--- src/rtl/ssprx_consts.vh ---
// constants for the synchronous serial port receiver
`ifndef SSPRX_CONSTS_VH
`define SSPRX_CONSTS_VH
`define SSPRX_WORD_BITS 16
`define SSPRX_CNT_BITS 4
`define SSPRX_FIFO_DEPTH 32
`define SSPRX_FIFO_AW 5
`define SSPRX_FIFO_CW 6
`define SSPRX_LAST_BIT 4'h000f
`define SSPRX_CNT_RESET 4'h0000
`define SSPRX_CNT_FIRST 4'h0001
`define SSPRX_WORD_RESET 16'h0000
`define SSPRX_LVL_1 6'h0001
`define SSPRX_LVL_2 6'h0002
`define SSPRX_LVL_3 6'h0003
`define SSPRX_LVL_4 6'h0004
`endif

--- src/rtl/ssprx_top.v ---
// receive half of a synchronous serial port with receive fifo
`include "ssprx_consts.vh"
`default_nettype none
// How it works
// - rx_fifo_nonempty_flag shows the fifo holds at least one word.
// - a pulse on rx_frame_sync starts reception of one word.
// - each rx_serial_in bit shifts into rx_shift_reg, msb first.
// - rx_interrupt fires when fifo word count reaches the level chosen by two bits.
// - copying rx_shift_reg into rx_data_reg raises rx_ready_flag from 0 to 1.
// - the rising edge of rx_ready_flag also raises rx_interrupt.
// - rx_ready_flag is a plain output, pollable at any time.
// - a data port read pops a word; a write goes to the transmit side.
// - rx_reset_n_bit low holds the receiver in reset; it resets to 0.
// - rx_overrun_flag sets when a word arrives with no room to take it.
module ssprx_top (
  // clock and reset
  input wire clk_i,
  input wire reset_n_i,
  // serial pins
  input wire rx_clk_i,
  input wire rx_frame_sync_i,
  input wire rx_serial_in_i,
  // control bits
  input wire rx_reset_n_bit_i,
  input wire rx_reset_n_bit_we_i,
  input wire rx_irq_level_hi_bit_i,
  input wire rx_irq_level_lo_bit_i,
  input wire rx_use_fifo_i,
  input wire rx_overrun_clr_i,
  // data port
  input wire data_port_rd_i,
  input wire data_port_wr_i,
  input wire [15:0] data_port_wdata_i,
  // status and data out
  output reg [15:0] data_port_rdata_o,
  output reg data_port_rvalid_o,
  output reg tx_wr_o,
  output reg [15:0] tx_wdata_o,
  output reg rx_ready_flag_o,
  output reg rx_fifo_nonempty_flag_o,
  output reg rx_overrun_flag_o,
  output reg rx_interrupt_o,
  output reg rx_reset_n_bit_o
);
  // ------------------------------------------------------------
  // reset release and pin synchronisers
  // ------------------------------------------------------------
  reg [1:0] rst_sync;
  wire rst_n;
  wire [2:0] pin_raw;
  wire [2:0] pin_sync;
  reg sclk_d;
  wire sclk_rise;
  wire fs_now;
  wire din;

  // two-stage reset release
  always @(posedge clk_i or negedge reset_n_i) begin
    if (!reset_n_i) begin
      rst_sync <= 2'h0;
    end else begin
      rst_sync <= {rst_sync[0], 1'b1};
    end
  end
  assign rst_n = rst_sync[1]; // rest of the block uses this copy

  // pins in a fixed order: bit clock, frame sync, data
  assign pin_raw = {rx_clk_i, rx_frame_sync_i, rx_serial_in_i};

  // each pin passes two flops before any logic reads it
  genvar g;
  generate
    for (g = 0; g < 3; g = g + 1) begin : g_pin_sync
      reg [1:0] stage;
      always @(posedge clk_i or negedge rst_n) begin
        if (!rst_n) begin
          stage <= 2'h0;
        end else begin
          stage <= {stage[0], pin_raw[g]};
        end
      end
      assign pin_sync[g] = stage[1];
    end
  endgenerate

  // third flop on the bit clock feeds only its edge detect
  always @(posedge clk_i or negedge rst_n) begin
    if (!rst_n) begin
      sclk_d <= 1'b0; // idle level of the bit clock, so no false edge
    end else begin
      sclk_d <= pin_sync[2];
    end
  end

  // synchronised views of the three pins
  assign sclk_rise = pin_sync[2] & ~sclk_d;
  assign fs_now = pin_sync[1];
  assign din = pin_sync[0];

  // ------------------------------------------------------------
  // receiver reset bit
  // ------------------------------------------------------------
  reg rx_reset_n_bit;

  // software writes the bit; device reset clears it
  always @(posedge clk_i or negedge rst_n) begin
    if (!rst_n) begin
      rx_reset_n_bit <= 1'b0;
    end else if (rx_reset_n_bit_we_i) begin
      rx_reset_n_bit <= rx_reset_n_bit_i;
    end
  end

  // ------------------------------------------------------------
  // shifter
  // ------------------------------------------------------------
  localparam ST_IDLE = 1'b0;
  localparam ST_SHIFT = 1'b1;
  reg state;
  reg next_state;
  reg [15:0] rx_shift_reg;
  reg [3:0] bit_cnt;
  reg word_done;
  reg [15:0] rx_data_reg;
  reg rx_ready_flag;
  reg rx_overrun_flag;

  // true on the count that belongs to the final bit of a word
  function last_bit;
    input [3:0] cnt;
    begin
      last_bit = (cnt == `SSPRX_LAST_BIT);
    end
  endfunction

  // next state: frame sync starts a word, last bit ends it
  always @* begin
    next_state = state;
    case (state)
      ST_IDLE: begin
        if (sclk_rise & fs_now) begin
          next_state = ST_SHIFT;
        end
      end
      ST_SHIFT: begin
        if (sclk_rise & last_bit(bit_cnt)) begin
          next_state = ST_IDLE;
        end
      end
      default: begin
        next_state = ST_IDLE;
      end
    endcase
  end

  // shift register; first bit is sampled with the sync pulse
  always @(posedge clk_i or negedge rst_n) begin
    if (!rst_n) begin
      state <= ST_IDLE;
      rx_shift_reg <= `SSPRX_WORD_RESET;
      bit_cnt <= `SSPRX_CNT_RESET;
      word_done <= 1'b0;
    end else if (!rx_reset_n_bit) begin
      state <= ST_IDLE;
      bit_cnt <= `SSPRX_CNT_RESET;
      word_done <= 1'b0;
    end else begin
      state <= next_state;
      word_done <= 1'b0;
      if (sclk_rise & ((state == ST_SHIFT) | fs_now)) begin
        rx_shift_reg <= {rx_shift_reg[14:0], din};
        if (state == ST_IDLE) begin
          bit_cnt <= `SSPRX_CNT_FIRST; // first bit came with the sync
        end else begin
          bit_cnt <= bit_cnt + 4'h0001;
        end
        word_done <= (state == ST_SHIFT) & last_bit(bit_cnt);
      end
    end
  end

  // ------------------------------------------------------------
  // receive fifo
  // ------------------------------------------------------------
  wire fifo_in_ready;
  wire fifo_out_valid;
  wire [15:0] fifo_out_data;
  wire [5:0] fifo_count;
  wire fifo_push;
  wire fifo_pop;
  wire drr_pop;

  // words go to the fifo or to the data register, by mode
  assign fifo_push = word_done & rx_use_fifo_i;
  assign fifo_pop = data_port_rd_i & rx_use_fifo_i;
  assign drr_pop = data_port_rd_i & ~rx_use_fifo_i;

  // receive buffer, flushed while the receiver is held
  ssprx_fifo #(
    .WIDTH(`SSPRX_WORD_BITS),
    .DEPTH(`SSPRX_FIFO_DEPTH),
    .AW(`SSPRX_FIFO_AW)
  ) ssprx_fifo_inst (
    .clk_i(clk_i),
    .rst_n_i(rst_n),
    .flush_i(~rx_reset_n_bit),
    .in_valid_i(fifo_push),
    .in_ready_o(fifo_in_ready),
    .in_data_i(rx_shift_reg),
    .out_valid_o(fifo_out_valid),
    .out_ready_i(fifo_pop),
    .out_data_o(fifo_out_data),
    .count_o(fifo_count)
  );

  // ------------------------------------------------------------
  // data register, ready and overrun flags
  // ------------------------------------------------------------
  wire reg_overrun;
  wire fifo_overrun;

  // a word lands on an unread register, or finds the fifo full
  assign reg_overrun = word_done & ~rx_use_fifo_i & rx_ready_flag & ~drr_pop;
  assign fifo_overrun = fifo_push & ~fifo_in_ready;

  // word copy to rx_data_reg when not in fifo mode; set wins over clear
  always @(posedge clk_i or negedge rst_n) begin
    if (!rst_n) begin
      rx_data_reg <= `SSPRX_WORD_RESET;
      rx_ready_flag <= 1'b0;
      rx_overrun_flag <= 1'b0;
    end else if (!rx_reset_n_bit) begin
      rx_ready_flag <= 1'b0;
      rx_overrun_flag <= 1'b0;
    end else begin
      if (word_done & ~rx_use_fifo_i) begin
        rx_data_reg <= rx_shift_reg;
        rx_ready_flag <= 1'b1;
      end else if (drr_pop) begin
        rx_ready_flag <= 1'b0;
      end
      if (reg_overrun | fifo_overrun) begin
        rx_overrun_flag <= 1'b1;
      end else if (rx_overrun_clr_i) begin
        rx_overrun_flag <= 1'b0;
      end
    end
  end

  // ------------------------------------------------------------
  // interrupt and outputs
  // ------------------------------------------------------------
  reg ready_d;
  reg level_hit_d;
  reg [5:0] irq_level;
  wire level_hit;
  wire ready_rise;
  wire level_rise;

  // trigger level from the two level bits
  always @* begin
    case ({rx_irq_level_hi_bit_i, rx_irq_level_lo_bit_i})
      2'h0: irq_level = `SSPRX_LVL_1;
      2'h1: irq_level = `SSPRX_LVL_2;
      2'h2: irq_level = `SSPRX_LVL_3;
      2'h3: irq_level = `SSPRX_LVL_4;
      default: irq_level = `SSPRX_LVL_1;
    endcase
  end
  // the fill level only counts in fifo mode
  assign level_hit = rx_use_fifo_i & (fifo_count >= irq_level);

  // one-cycle events: ready flag rising, level first reached
  assign ready_rise = rx_ready_flag & ~ready_d;
  assign level_rise = level_hit & ~level_hit_d;

  // registered outputs; interrupt is a one-cycle pulse
  always @(posedge clk_i or negedge rst_n) begin
    if (!rst_n) begin
      ready_d <= 1'b0;
      level_hit_d <= 1'b0;
      rx_interrupt_o <= 1'b0;
      rx_ready_flag_o <= 1'b0;
      rx_fifo_nonempty_flag_o <= 1'b0;
      rx_overrun_flag_o <= 1'b0;
      rx_reset_n_bit_o <= 1'b0;
      data_port_rdata_o <= `SSPRX_WORD_RESET;
      data_port_rvalid_o <= 1'b0;
      tx_wr_o <= 1'b0;
      tx_wdata_o <= `SSPRX_WORD_RESET;
    end else begin
      ready_d <= rx_ready_flag;
      level_hit_d <= level_hit;
      rx_interrupt_o <= ready_rise | level_rise;
      rx_ready_flag_o <= rx_ready_flag;
      rx_fifo_nonempty_flag_o <= fifo_out_valid;
      rx_overrun_flag_o <= rx_overrun_flag;
      rx_reset_n_bit_o <= rx_reset_n_bit;
      data_port_rvalid_o <= data_port_rd_i;
      if (data_port_rd_i) begin
        data_port_rdata_o <= rx_use_fifo_i ? fifo_out_data : rx_data_reg;
      end
      tx_wr_o <= data_port_wr_i;
      if (data_port_wr_i) begin
        tx_wdata_o <= data_port_wdata_i;
      end
    end
  end
endmodule
`default_nettype wire

--- src/rtl/ssprx_fifo.v ---
// parameterised fifo with valid and ready on both sides
`default_nettype none
module ssprx_fifo #(
  parameter WIDTH = 16,
  parameter DEPTH = 32,
  parameter AW = 5
) (
  // clock and reset
  input wire clk_i,
  input wire rst_n_i,
  input wire flush_i,
  // write side
  input wire in_valid_i,
  output wire in_ready_o,
  input wire [WIDTH-1:0] in_data_i,
  // read side
  output wire out_valid_o,
  input wire out_ready_i,
  output wire [WIDTH-1:0] out_data_o,
  // fill level
  output wire [AW:0] count_o
);
  reg [WIDTH-1:0] mem [0:DEPTH-1];
  reg [AW-1:0] wr_ptr;
  reg [AW-1:0] rd_ptr;
  reg [AW:0] count;
  wire push;
  wire pop;

  // handshakes and honest flags
  assign in_ready_o = (count != DEPTH[AW:0]);
  assign out_valid_o = (count != {(AW+1){1'b0}});
  assign push = in_valid_i & in_ready_o;
  assign pop = out_valid_o & out_ready_i;
  assign out_data_o = mem[rd_ptr];
  assign count_o = count;

  // storage
  always @(posedge clk_i) begin
    if (push) begin
      mem[wr_ptr] <= in_data_i;
    end
  end

  // pointers and count
  always @(posedge clk_i or negedge rst_n_i) begin
    if (!rst_n_i) begin
      wr_ptr <= {AW{1'b0}};
      rd_ptr <= {AW{1'b0}};
      count <= {(AW+1){1'b0}};
    end else if (flush_i) begin
      wr_ptr <= {AW{1'b0}};
      rd_ptr <= {AW{1'b0}};
      count <= {(AW+1){1'b0}};
    end else begin
      if (push) begin
        wr_ptr <= wr_ptr + {{(AW-1){1'b0}}, 1'b1};
      end
      if (pop) begin
        rd_ptr <= rd_ptr + {{(AW-1){1'b0}}, 1'b1};
      end
      if (push & ~pop) begin
        count <= count + {{AW{1'b0}}, 1'b1};
      end else if (pop & ~push) begin
        count <= count - {{AW{1'b0}}, 1'b1};
      end
    end
  end
endmodule
`default_nettype wire

--- config.mk ---
export PLATFORM = sky130hd
export DESIGN_NAME = ssprx_top
export DESIGN_NICKNAME = d
export VERILOG_FILES = /design/src/rtl/ssprx_top.v /design/src/rtl/ssprx_fifo.v
export VERILOG_INCLUDE_DIRS = /design/src /design/src/rtl
export SDC_FILE = /design/constraint.sdc
export NUM_CORES = 1
export LEC_CHECK = 0
export BUFFER_PORTS_ARGS = -buffer_cell sky130_fd_sc_hd__buf_4
export CORE_MARGIN = 10
export CORE_UTILIZATION = 30
export DETAILED_ROUTE_END_ITERATION = 12
export GPL_TIMING_DRIVEN = 0
export PLACE_DENSITY_LB_ADDON = 0.12
export REMOVE_ABC_BUFFERS = 1
export SLEW_MARGIN = 20
export SYNTH_ARGS = -nofsm -noshare
export SYNTH_HDL_FRONTEND = slang
export SYNTH_HIERARCHICAL = 1
export SYNTH_SLANG_ARGS = --single-unit
--- constraint.sdc ---
create_clock -name clk_i -period 5.7 [get_ports clk_i]
set_clock_uncertainty 0.05 [all_clocks]
set_input_delay 1.14 -clock clk_i [delete_from_list [all_inputs] [get_ports clk_i]]
set_output_delay 1.14 -clock clk_i [all_outputs]
set_load 0.05 [all_outputs]
* After elaboration in Yosys (flattened, before gate mapping)
Memory sizes are Yosys's and may differ from the RTL's.
Index checks and enable logic that the tools add are counted.
** Operators by class
- Reduce and logical (&&, ||, !) cells :: 4
- Add/sub/neg operators :: 5
- Muxes and demuxes :: 26
- Bitwise operators :: 31
- Magnitude comparators :: 1
- Equal/unequal tests :: 11
** Operators by type and width (count)
- case mux 6 bit (4 select lines) :: 1
- two-way mux 5 bit :: 4
- bitwise AND 1 bit :: 19
- two-way mux 6 bit :: 3
- two-way mux 16 bit :: 1
- two-way mux 1 bit :: 13
- two-way mux 4 bit :: 3
- adder 5 x 1 -> 5 bit (second input constant) :: 2
- NOT 1 bit :: 9
- adder 6 x 1 -> 6 bit (second input constant) :: 1
- greater-or-equal comparator 6 bit :: 1
- inequality test 2 x 1 -> 1 bit (second input constant) :: 3
- inequality test 3 x 1 -> 1 bit (second input constant) :: 2
- inequality test 6 bit (second input constant) :: 1
- nonzero test 6 bit :: 1
- subtractor 6 x 1 -> 6 bit (second input constant) :: 1
- adder 4 x 1 -> 4 bit (second input constant) :: 1
- == test 2 bit (second input constant) :: 2
- == test 4 bit (second input constant) :: 1
- AND reduction 2 bit :: 2
- inequality test 3 x 2 -> 1 bit (second input constant) :: 1
- bitwise OR 1 bit :: 3
- == test 2 x 1 -> 1 bit (second input constant) :: 1
- zero test 2 bit :: 1
- case mux 1 bit (2 select lines) :: 1
** Word-level totals
- Bits of input ports :: 29
- Output and inout bits :: 39
- Memories :: 1
- RAM bits :: 512
- Word-level logic and storage cells :: 105
- Register bits :: 106
** Memory list
- ssprx_fifo_inst.mem :: words 32, bits a word 16, read ports 1, clocked after Yosys merged registers in 0, write ports 1, line ssprx_fifo.v:23 : reg [WIDTH-1:0] mem [0:DEPTH-1];

* Logic depth before layout (Yosys ltp)
Gate-level depths: netlist of run 1.
- Depth after elaboration :: 7
- Gate-level depth with buffers :: 12
- Mapped depth without buffers :: 11

* Cells and area by module
Netlist of run 1, hierarchy kept.
** By module, submodules not included
- ssprx_fifo :: cells an instance 1079, instances 1, sequential area each 15775.1 µm², area each 20812.5 µm²
- ssprx_top :: cells an instance 256, instances 1, sequential area each 2252.2 µm², area each 3631.0 µm²

* Worst setup path before layout of run 1
Ideal clock, no wire load.
- Path type :: input -> register
- From :: in rx_use_fifo_i
- To :: mem ssprx_fifo_inst.mem[23][0], enable pin
- Setup time :: 413 ps
- Arrival :: 3181 ps
- Stages :: 7
- Path buffers :: 2
- Slack :: 2056 ps
- Required time :: 5237 ps
- Cells stage by stage :: buf_2 nand2_1 inv_1 o31a_1 buf_4 nand3_1 nor3b_1
** On the way
- Longest elaborated chain between the ends :: 4
** Ends and longest elaborated chain
- start, declared :: line ssprx_top.v:28 : input wire rx_use_fifo_i,
- bitwise AND 1 bit :: line ssprx_top.v:194 : assign fifo_push = word_done & rx_use_fifo_i;
- named net fifo_push :: line ssprx_top.v:189 : wire fifo_push;
- bitwise AND 1 bit :: line ssprx_fifo.v:33 : assign push = in_valid_i & in_ready_o;
- two-way mux 1 bit :: line ssprx_fifo.v:40 : if (push) begin
- two-way mux 1 bit (not written as such) :: line ssprx_fifo.v:41 : mem[wr_ptr] <= in_data_i;
- end, declared :: line ssprx_fifo.v:23
The timed path passes the listed nets, and every way through them passes these cells.

* Worst setup path in the final report of run 1
- From :: in rx_use_fifo_i
- To :: mem ssprx_fifo_inst.mem[14][11], enable pin
Same word-level chain as after synthesis.

==> flow_summary.yaml, run 1 <==
outcome:
  status: "complete, no violations"
yosys:
  synthCells: 1335
  async_reset_ff_share_pct: 17.2
  ys_types: 61
  yosysTopAreaCellShare_pct: 62.9
  syn-cell-area_sq_um: 24400
  synth_area_leader_cell: "edfxtp_1"
  yosys_most_used_dff: "edfxtp_1"
  avgSynthCellArea_sq_um: 18.3
  ys.warnings.count: 6
  synth_edf_count: 512
  yosysSeqAreaShare_pct: 73.8
  synth_seq_cells: 618
  synth_area_leaders: "edfxtp_1, dfrtp_1, mux2i_1, mux4_2, mux2_2"
sta:
  layout_setup_ws_ps: 1990
  rsz0062_at_grt: "false"
  post-route-min-period_ps: 3710
  hold_viol_final: 0
  period_share_pct: 65.2
  fmax_ghz: 0.269
  tns_ps: 0
  tightest_slew_ps: 1160
  drv_slew: 0
  slew_headroom_pct: 22.8
  setup_violations: 0
die:
  dieHeight_microns: 305
  die_area_sq_um: 93300
  initial_core_util_pct: 30.3
  core_sq_um: 80700
  die_w_microns: 305
  rows: 104
  io_pins: 68
routing:
  drtAntennaViolNets: 0
  post-route-drc-count: 0
  first_pass_iters: 5
  drt_iter0_markers: 801
  drt-total-wl_microns: 61700
  num_vias: 12400
  viasPerCell: 4.85
  wire_per_inst_microns: 24.2
worst_setup_path:
  cp_max_fo: 24
  cp.required_ps: 5870
  worst-r2r-cell-count: 9
  slowest_stage: "nor2_4"
  crit_path_max_incr_delay_ps: 830
  endpoint_kind: "flop"
  cp.arrival_ps: 3880
  crit_family: "simple AND/OR/NAND/NOR gates"
  path_common_cell: "nand2_1"
  setup.worst_path.class: "input pin to flop"
  cp_cell_sequence: "buf_4 -> nand2_1 -> inv_1 -> o31a_1 -> nand2_1 -> nor2_4"
  path_buf_inv: 2
  crit_cells: 6
  start_kind: "input pin"
clocking:
  root_buffer: "clkbuf_16"
  cts_setup_buffers: 0
  numCtsBuffers: 69
  insertion_delay_ps: 610
  hold_buffers: 0
  clk_pin_slew_worst_paths_ps: 60
  clkSinkCount: 618
  cts_tree: "yes"
  cts_resized: 0
  cts_buffer_depth: 3
  cts_max_level: 3
cells_and_area:
  post_layout_nonfiller_instances: 2547
  area_delta_synth_final_pct: 18.3
  final_common_cell: "edfxtp_1"
  layout-drive-gt1-share_pct: 25.5
  nNetsFinal: 1471
  max_flop_register: "ssprx_fifo_inst/mem"
  fill_cells: 7558
  largest_reg_flops: 512
  fin_area_sq_um: 28900
  final_cell_mix: "edfxtp_1, mux2i_1, dfrtp_1"
job:
  maxCapViolCount: 0
pwr:
  cellPowerDensity_nw_per_um2: 360
  vdd_drop_max_mv: 0.188
  power_leakage_nw: 9.55
  fin_total_pwr_mw: 10.4
place:
  port_buffers: 67
  post-dp-hpwl_microns: 35800
  place_ws_ps: 1360
  placed_cell_area_sq_um: 26700
  dp.cells: 2414
  gp_congestion: 0.707
grt:
  grt_pass1_wl_microns: 90700
  grt-ovfl-total: 0
  grtUsageMet2_pct: 20.7
  antenna_found_initial: 0
  grtUsageTotal_pct: 13.2
  grt_pass1_vias: 12800
  grt_util_met1_pct: 18.5
  grt_max_degree: 47
  busiest_layer: "met2"
  grt_use_met3_pct: 2.25
min_path:
  hold_class: "flop to async pin"
## cell usage after synthesis (all sizes together) (2+ instances only)
| master | number |
|---|---|
| a31oi | 16 |
| inv | 15 |
| xor2 | 6 |
| a22oi | 26 |
| a21o | 2 |
| a21oi | 40 |
| o31a | 2 |
| nor3b | 2 |
| o21ai | 5 |
| mux4 | 64 |
| mux2i | 178 |
| and2 | 3 |
| nor2 | 67 |
| or2 | 4 |
| ha | 16 |
| nand3 | 5 |
| a22o | 24 |
| o21a | 3 |
| or4 | 2 |
| nor3 | 17 |
| o221ai | 16 |
| mux2 | 54 |
| xnor2 | 3 |
| nand4 | 4 |
| or3b | 2 |
| a211oi | 2 |
| nand2b | 6 |
| dfrtp | 106 |
| clkbuf | 27 |
| and3 | 5 |
| nor2b | 6 |
| nand2 | 35 |
| edfxtp | 512 |
| buf | 44 |
| nand3b | 4 |
## worst reg2reg max path, delay by kind of cell, from the launching register on
family,cells,cell delay (ps)
compound gates,4,1120
buf+inv,2,530
flops,1,790
mux,1,280
simple gates,2,680
## layout make-up
type | count | area [sq um] | area share, %
Sequential cell | 618 | 18100 | 62.4
Multi-Input combinational cell | 631 | 6270 | 21.7
Clock buffer | 94 | 1970 | 6.80
Tap cell | 1060 | 1330 | 4.58
Timing Repair Buffer | 90 | 1000 | 3.46
Clock inverter | 33 | 228 | 0.787
Inverter | 15 | 56.3 | 0.195
Antenna cell | 6 | 15.0 | 0.0519
## routing by layer
metal | share of wire (%) | vias to the layer above | routed length (microns)
met5 | 0 | - | 0
li1 | - | 5476 | -
met3 | 3.8 | 77 | 2320
met4 | 1.8 | 0 | 1130
met2 | 47 | 212 | 28900
met1 | 48 | 6589 | 29400
## final timing paths
check / from / slack, ps / to
setup / recovery: rx_use_fifo_i / 1990 / ssprx_fifo_inst/mem[14][11]
hold / removal: rst_sync[1] / 150 / g_pin_sync[0].stage[0]
setup reg to reg: ssprx_fifo_inst/rd_ptr[0] / 2090 / data_port_rdata_o[10]
hold reg to reg: rst_sync[1] / 150 / g_pin_sync[0].stage[0]
max in group asynchronous: rst_sync[1] / 4580 / rx_data_reg[9]
min in group clk_i: g_pin_sync[0].stage[0] / 300 / g_pin_sync[0].stage[1]
## metrics by stage
step	util [%]	hold slack (ps)
6_report	35.9	150
5_1_grt	35.8	171
4_1_cts	35.8	165
2_1_floorplan	-	281
3_3_place_gp	32.2	283
3_5_place_dp	33.1	157
## kinds of logic after synthesis
group,share of synthesized area [%]
AO/OA/AOI/OAI,4.18
other,0.0153
AND/OR/NAND/NOR,3.31
XOR/XNOR,0.322
buffers and inverters,1.58
multiplexers,15.9
adder cells (fa/ha/maj),0.901
flip-flops,73.8
## power by group
group,leakage (nW),switching (mW),total [mW],internal [mW]
sequential,6.08,0.255,5.32,5.07
clock,1.09,1.79,4.31,2.52
combinational,2.38,0.458,0.792,0.334
total,9.55,2.51,10.4,7.92
Note: power is estimated with default switching activity, not from simulation.
==> run 2: changes to the inputs <==
==> constraint.sdc (replaced) <==
create_clock -name clk_i -period 3.9 [get_ports clk_i]
set_clock_uncertainty 0.05 [all_clocks]
set_input_delay 0.78 -clock clk_i [delete_from_list [all_inputs] [get_ports clk_i]]
set_output_delay 0.78 -clock clk_i [all_outputs]
set_load 0.05 [all_outputs]
==> flow_summary.yaml, run 2 (synthesis gave the netlist of run 1 again) <==
routing:
  first_pass_iters: 5
  viasPerCell: 4.84
  drt_iter0_markers: 885
  drtAntennaViolNets: 0
  drt-total-wl_microns: 61800
  post-route-drc-count: 0
  wire_per_inst_microns: 24.3
  num_vias: 12300
clocking:
  clkSinkCount: 618
  cts_tree: "yes"
  numCtsBuffers: 69
  cts_buffer_depth: 3
  insertion_delay_ps: 610
  clk_pin_slew_worst_paths_ps: 60
  cts_setup_buffers: 0
  cts_max_level: 3
  root_buffer: "clkbuf_16"
outcome:
  status: "complete, no violations"
sta:
  post-route-min-period_ps: 3600
  setup_violations: 0
  drv_slew: 0
  holdWs_ps: 149
  slew_headroom_pct: 21.0
  fmax_ghz: 0.277
  hold_viol_final: 0
  layout_setup_ws_ps: 295
  tightest_slew_ps: 1190
  rsz0062_at_grt: "false"
  tns_ps: 0
  period_share_pct: 92.4
die:
  die_area_sq_um: 93300
  rows: 104
  initial_core_util_pct: 30.3
  core_sq_um: 80700
  die_w_microns: 305
  io_pins: 68
  dieHeight_microns: 305
place:
  place_ws_ps: -75.8
  post-dp-hpwl_microns: 35800
  gp_congestion: 0.707
  port_buffers: 67
  placed_cell_area_sq_um: 26700
  dp.cells: 2414
cells_and_area:
  nNetsFinal: 1472
  layout-drive-gt1-share_pct: 25.4
  fin_area_sq_um: 28900
  area_delta_synth_final_pct: 18.4
  fill_cells: 7556
  utilization_pct: 35.9
  post_layout_nonfiller_instances: 2547
  final_common_cell: "edfxtp_1"
  final_cell_mix: "edfxtp_1, mux2i_1, dfrtp_1"
  largest_reg_flops: 512
  max_flop_register: "ssprx_fifo_inst/mem"
job:
  maxCapViolCount: 0
worst_setup_path:
  endpoint_kind: "flop"
  cp.required_ps: 4310
  cp_max_fo: 25
  worst-r2r-cell-count: 9
  setup.worst_path.class: "flop to flop"
  reg2reg_to: "data_port_rdata_o[0]"
  r2r_start: "ssprx_fifo_inst/rd_ptr[0]"
  start_kind: "flop"
  ff2ff_setup_slack_ps: 300
  cp.arrival_ps: 4020
grt:
  grt-ovfl-total: 0
  grt_max_degree: 47
  grt_pass1_vias: 12800
  grt_pass1_wl_microns: 90700
  grtUsageTotal_pct: 13.2
  antenna_found_initial: 0
pwr:
  power_leakage_nw: 9.55
  vdd_drop_max_mv: 0.276
  cellPowerDensity_nw_per_um2: 527
  fin_total_pwr_mw: 15.2
min_path:
  hold_class: "flop to async pin"
==> run 2: repair_timing <==
action | in CTS | in global routing
gates resized for setup | 0 | 0
endpoints found under the hold margin | 2 | 0
hold buffers | 1 | 0
==> run 2: area by class of cell <==
| type | instances | area [sq um] | share of cell area [%] |
|---|---|---|---|
| clock buffer | 94 | 1970 | 6.79 |
| multi-input combinational | 631 | 6270 | 21.7 |
| inverter | 15 | 56.3 | 0.195 |
| tap | 1060 | 1330 | 4.58 |
| antenna | 5 | 12.5 | 0.0432 |
| timing repair buffer | 91 | 1010 | 3.49 |
| clock inverter | 33 | 228 | 0.787 |
| sequential | 618 | 18100 | 62.4 |
==> run 2: how the worst max path moves through the flow <==
stage / from / end / slack [ps] / cells past startpoint
after floorplan: ssprx_fifo_inst/rd_ptr[1] / data_port_rdata_o[11] / -3020 / 5
after global placement: ssprx_fifo_inst/rd_ptr[1] / data_port_rdata_o[10] / -7190 / 5
after detailed placement: rx_use_fifo_i / ssprx_fifo_inst/mem[22][9] / -80 / 6
after CTS: ssprx_fifo_inst/rd_ptr[0] / data_port_rdata_o[10] / 180 / 9
after global routing: ssprx_fifo_inst/rd_ptr[0] / data_port_rdata_o[10] / 40 / 9
final: ssprx_fifo_inst/rd_ptr[0] / data_port_rdata_o[0] / 300 / 9
==> run 2: worst max-delay path: stages, from the launching register on <==
cell,delay (ps)
dfrtp_4,780
buf_12,290
nor2b_4,590
buf_16,230
a22o_1,170
nor3_1,50
a31oi_1,540
o221ai_1,240
mux2i_1,330
a21oi_1,110
==> run 2: per-layer routing <==
layer	wire (microns)	GRT usage, %	share of wire, %	vias up
met2	28800	20.7	47	226
met1	29200	18.5	47	6548
li1	-	-	-	5474
met3	2600	2.25	4.2	78
met5	0	0	0	-
met4	1130	3.69	1.8	0
==> run 2: power breakdown <==
part           switching, mW  internal (mW)
registers              0.374           7.41
clock network           2.62           3.68
logic                  0.670          0.488
total                   3.66           11.6
==> run 3: changes to the inputs <==
--- a/config.mk
+++ b/config.mk
@@ -11,7 +11,7 @@
 export CORE_UTILIZATION = 30
 export DETAILED_ROUTE_END_ITERATION = 12
 export GPL_TIMING_DRIVEN = 0
-export PLACE_DENSITY_LB_ADDON = 0.12
+export PLACE_DENSITY_LB_ADDON = 0.15
 export REMOVE_ABC_BUFFERS = 1
 export SLEW_MARGIN = 20
 export SYNTH_ARGS = -nofsm -noshare
==> flow_summary.yaml, run 3 (synthesis gave the netlist of run 1 again) <==
outcome:
  status: "complete, no violations"
worst_setup_path:
  start_kind: "flop"
  endpoint_kind: "flop"
  cp.arrival_ps: 4100
  setup.worst_path.class: "flop to flop"
  cp.required_ps: 4310
  cp_max_fo: 26
sta:
  period_share_pct: 94.4
  setup_violations: 0
  slew_headroom_pct: 28.0
  post-route-min-period_ps: 3680
  fmax_ghz: 0.272
  tightest_slew_ps: 1080
  holdWs_ps: 132
  rsz0062_at_grt: "false"
  tns_ps: 0
  drv_slew: 0
  hold_viol_final: 0
  layout_setup_ws_ps: 218
die:
  die_area_sq_um: 93300
  initial_core_util_pct: 30.3
  io_pins: 68
  dieHeight_microns: 305
  core_sq_um: 80700
  die_w_microns: 305
  rows: 104
clocking:
  clkSinkCount: 618
  clk_pin_slew_worst_paths_ps: 60
  cts_max_level: 3
  cts_buffer_depth: 3
  numCtsBuffers: 67
  insertion_delay_ps: 590
  cts_tree: "yes"
  root_buffer: "clkbuf_16"
  cts_resized: 0
pwr:
  power_leakage_nw: 9.59
  vdd_drop_max_mv: 0.337
  cellPowerDensity_nw_per_um2: 524
cells_and_area:
  post_layout_nonfiller_instances: 2553
  nNetsFinal: 1483
  max_flop_register: "ssprx_fifo_inst/mem"
  area_delta_synth_final_pct: 18.4
  largest_reg_flops: 512
  final_common_cell: "edfxtp_1"
  fill_cells: 7593
  layout-drive-gt1-share_pct: 25.9
  final_cell_mix: "edfxtp_1, mux2i_1, dfrtp_1"
routing:
  drt_iter0_markers: 800
  wire_per_inst_microns: 23.4
  num_vias: 12300
  drt-total-wl_microns: 59800
  viasPerCell: 4.82
  drtAntennaViolNets: 0
  post-route-drc-count: 0
  first_pass_iters: 5
place:
  port_buffers: 67
  place_ws_ps: -115
  post-dp-hpwl_microns: 36400
  dp.cells: 2426
  gp_congestion: 0.716
grt:
  antenna_found_initial: 1
  grt_pass1_vias: 12800
  grt_pass1_wl_microns: 88200
  grt_max_degree: 49
  grtUsageTotal_pct: 12.7
  grt-ovfl-total: 0
job:
  maxCapViolCount: 0
min_path:
  hold_class: "flop to async pin"
run 3: changes by cell type in the layout (fill, tap and decap cells not counted), sizes merged:
cell | previous run | this run
inv | 19 | 20
bufinv | 2 | 4
diode | 5 | 1
buf | 90 | 103
clkinv | 27 | 21
run 3: layer usage:
metal  vias up  global-route usage, %  wire length [microns]  part of all wire, %
li1       5501                      -                      -                    -
met1      6501                   17.3                  27600                   46
met2       238                   20.6                  28500                   48
met3        72                   1.84                   2370                  4.0
met4         0                   3.93                   1260                  2.1
met5         -                      0                      0                    0
run 3: report_power, final:
group / switching (mW) / internal, mW / total (mW) / leakage, nW
Sequential: 0.369 / 7.41 / 7.77 / 6.08
Clock: 2.55 / 3.65 / 6.21 / 1.06
Combinational: 0.692 / 0.497 / 1.19 / 2.45
run 3: worst paths after layout:
path,endpoint,from,slack [ps],cells after the start
min in group clk_i,g_pin_sync[1].stage[0],rx_frame_sync_i,240,1
max in group asynchronous,rx_shift_reg[15],rst_sync[1],3140,1
setup / recovery,data_port_rdata_o[4],ssprx_fifo_inst/rd_ptr[0],220,10
hold / removal,g_pin_sync[0].stage[1],rst_sync[1],130,0
hold reg to reg,g_pin_sync[0].stage[1],rst_sync[1],130,0
setup reg to reg,data_port_rdata_o[4],ssprx_fifo_inst/rd_ptr[0],220,10
run 3: repair_timing:
action	4_1_cts	5_1_grt
endpoints found under the setup margin	3	0
hold buffers	1	0
hold endpoints to repair	2	0
setup buffers	1	0
run 3: cell type report:
type | count | area, sq um | share of cell area (%)
well taps | 1060 | 1330 | 4.58
flip-flops and latches | 618 | 18100 | 62.4
repair buffers | 104 | 1150 | 3.96
clock buffers | 94 | 1880 | 6.50
multi-input cells | 631 | 6200 | 21.4
inverters | 15 | 56.3 | 0.194
clock inverters | 30 | 272 | 0.938
diodes | 1 | 2.50 | 0.00864
run 3: stage by stage:
stage               total power, mW  instance area [sq um]  utilization (%)
CTS                            15.4                  28900             35.9
finish                         15.2                  29000             35.9
global placement               9.12                  25900             32.2
detailed placement             9.12                  26800             33.2
floorplan                      8.55                  24100                -
global route                   15.8                  28900             35.9
run 3: worst max-delay path, cell delays in order (launching register included):
cell	delay, ps
dfrtp_4	660
buf_16	280
buf_12	240
nor2b_4	530
buf_16	230
a22oi_1	100
and3_1	240
a31oi_1	490
o221ai_1	230
mux2i_1	310
a21oi_1	110
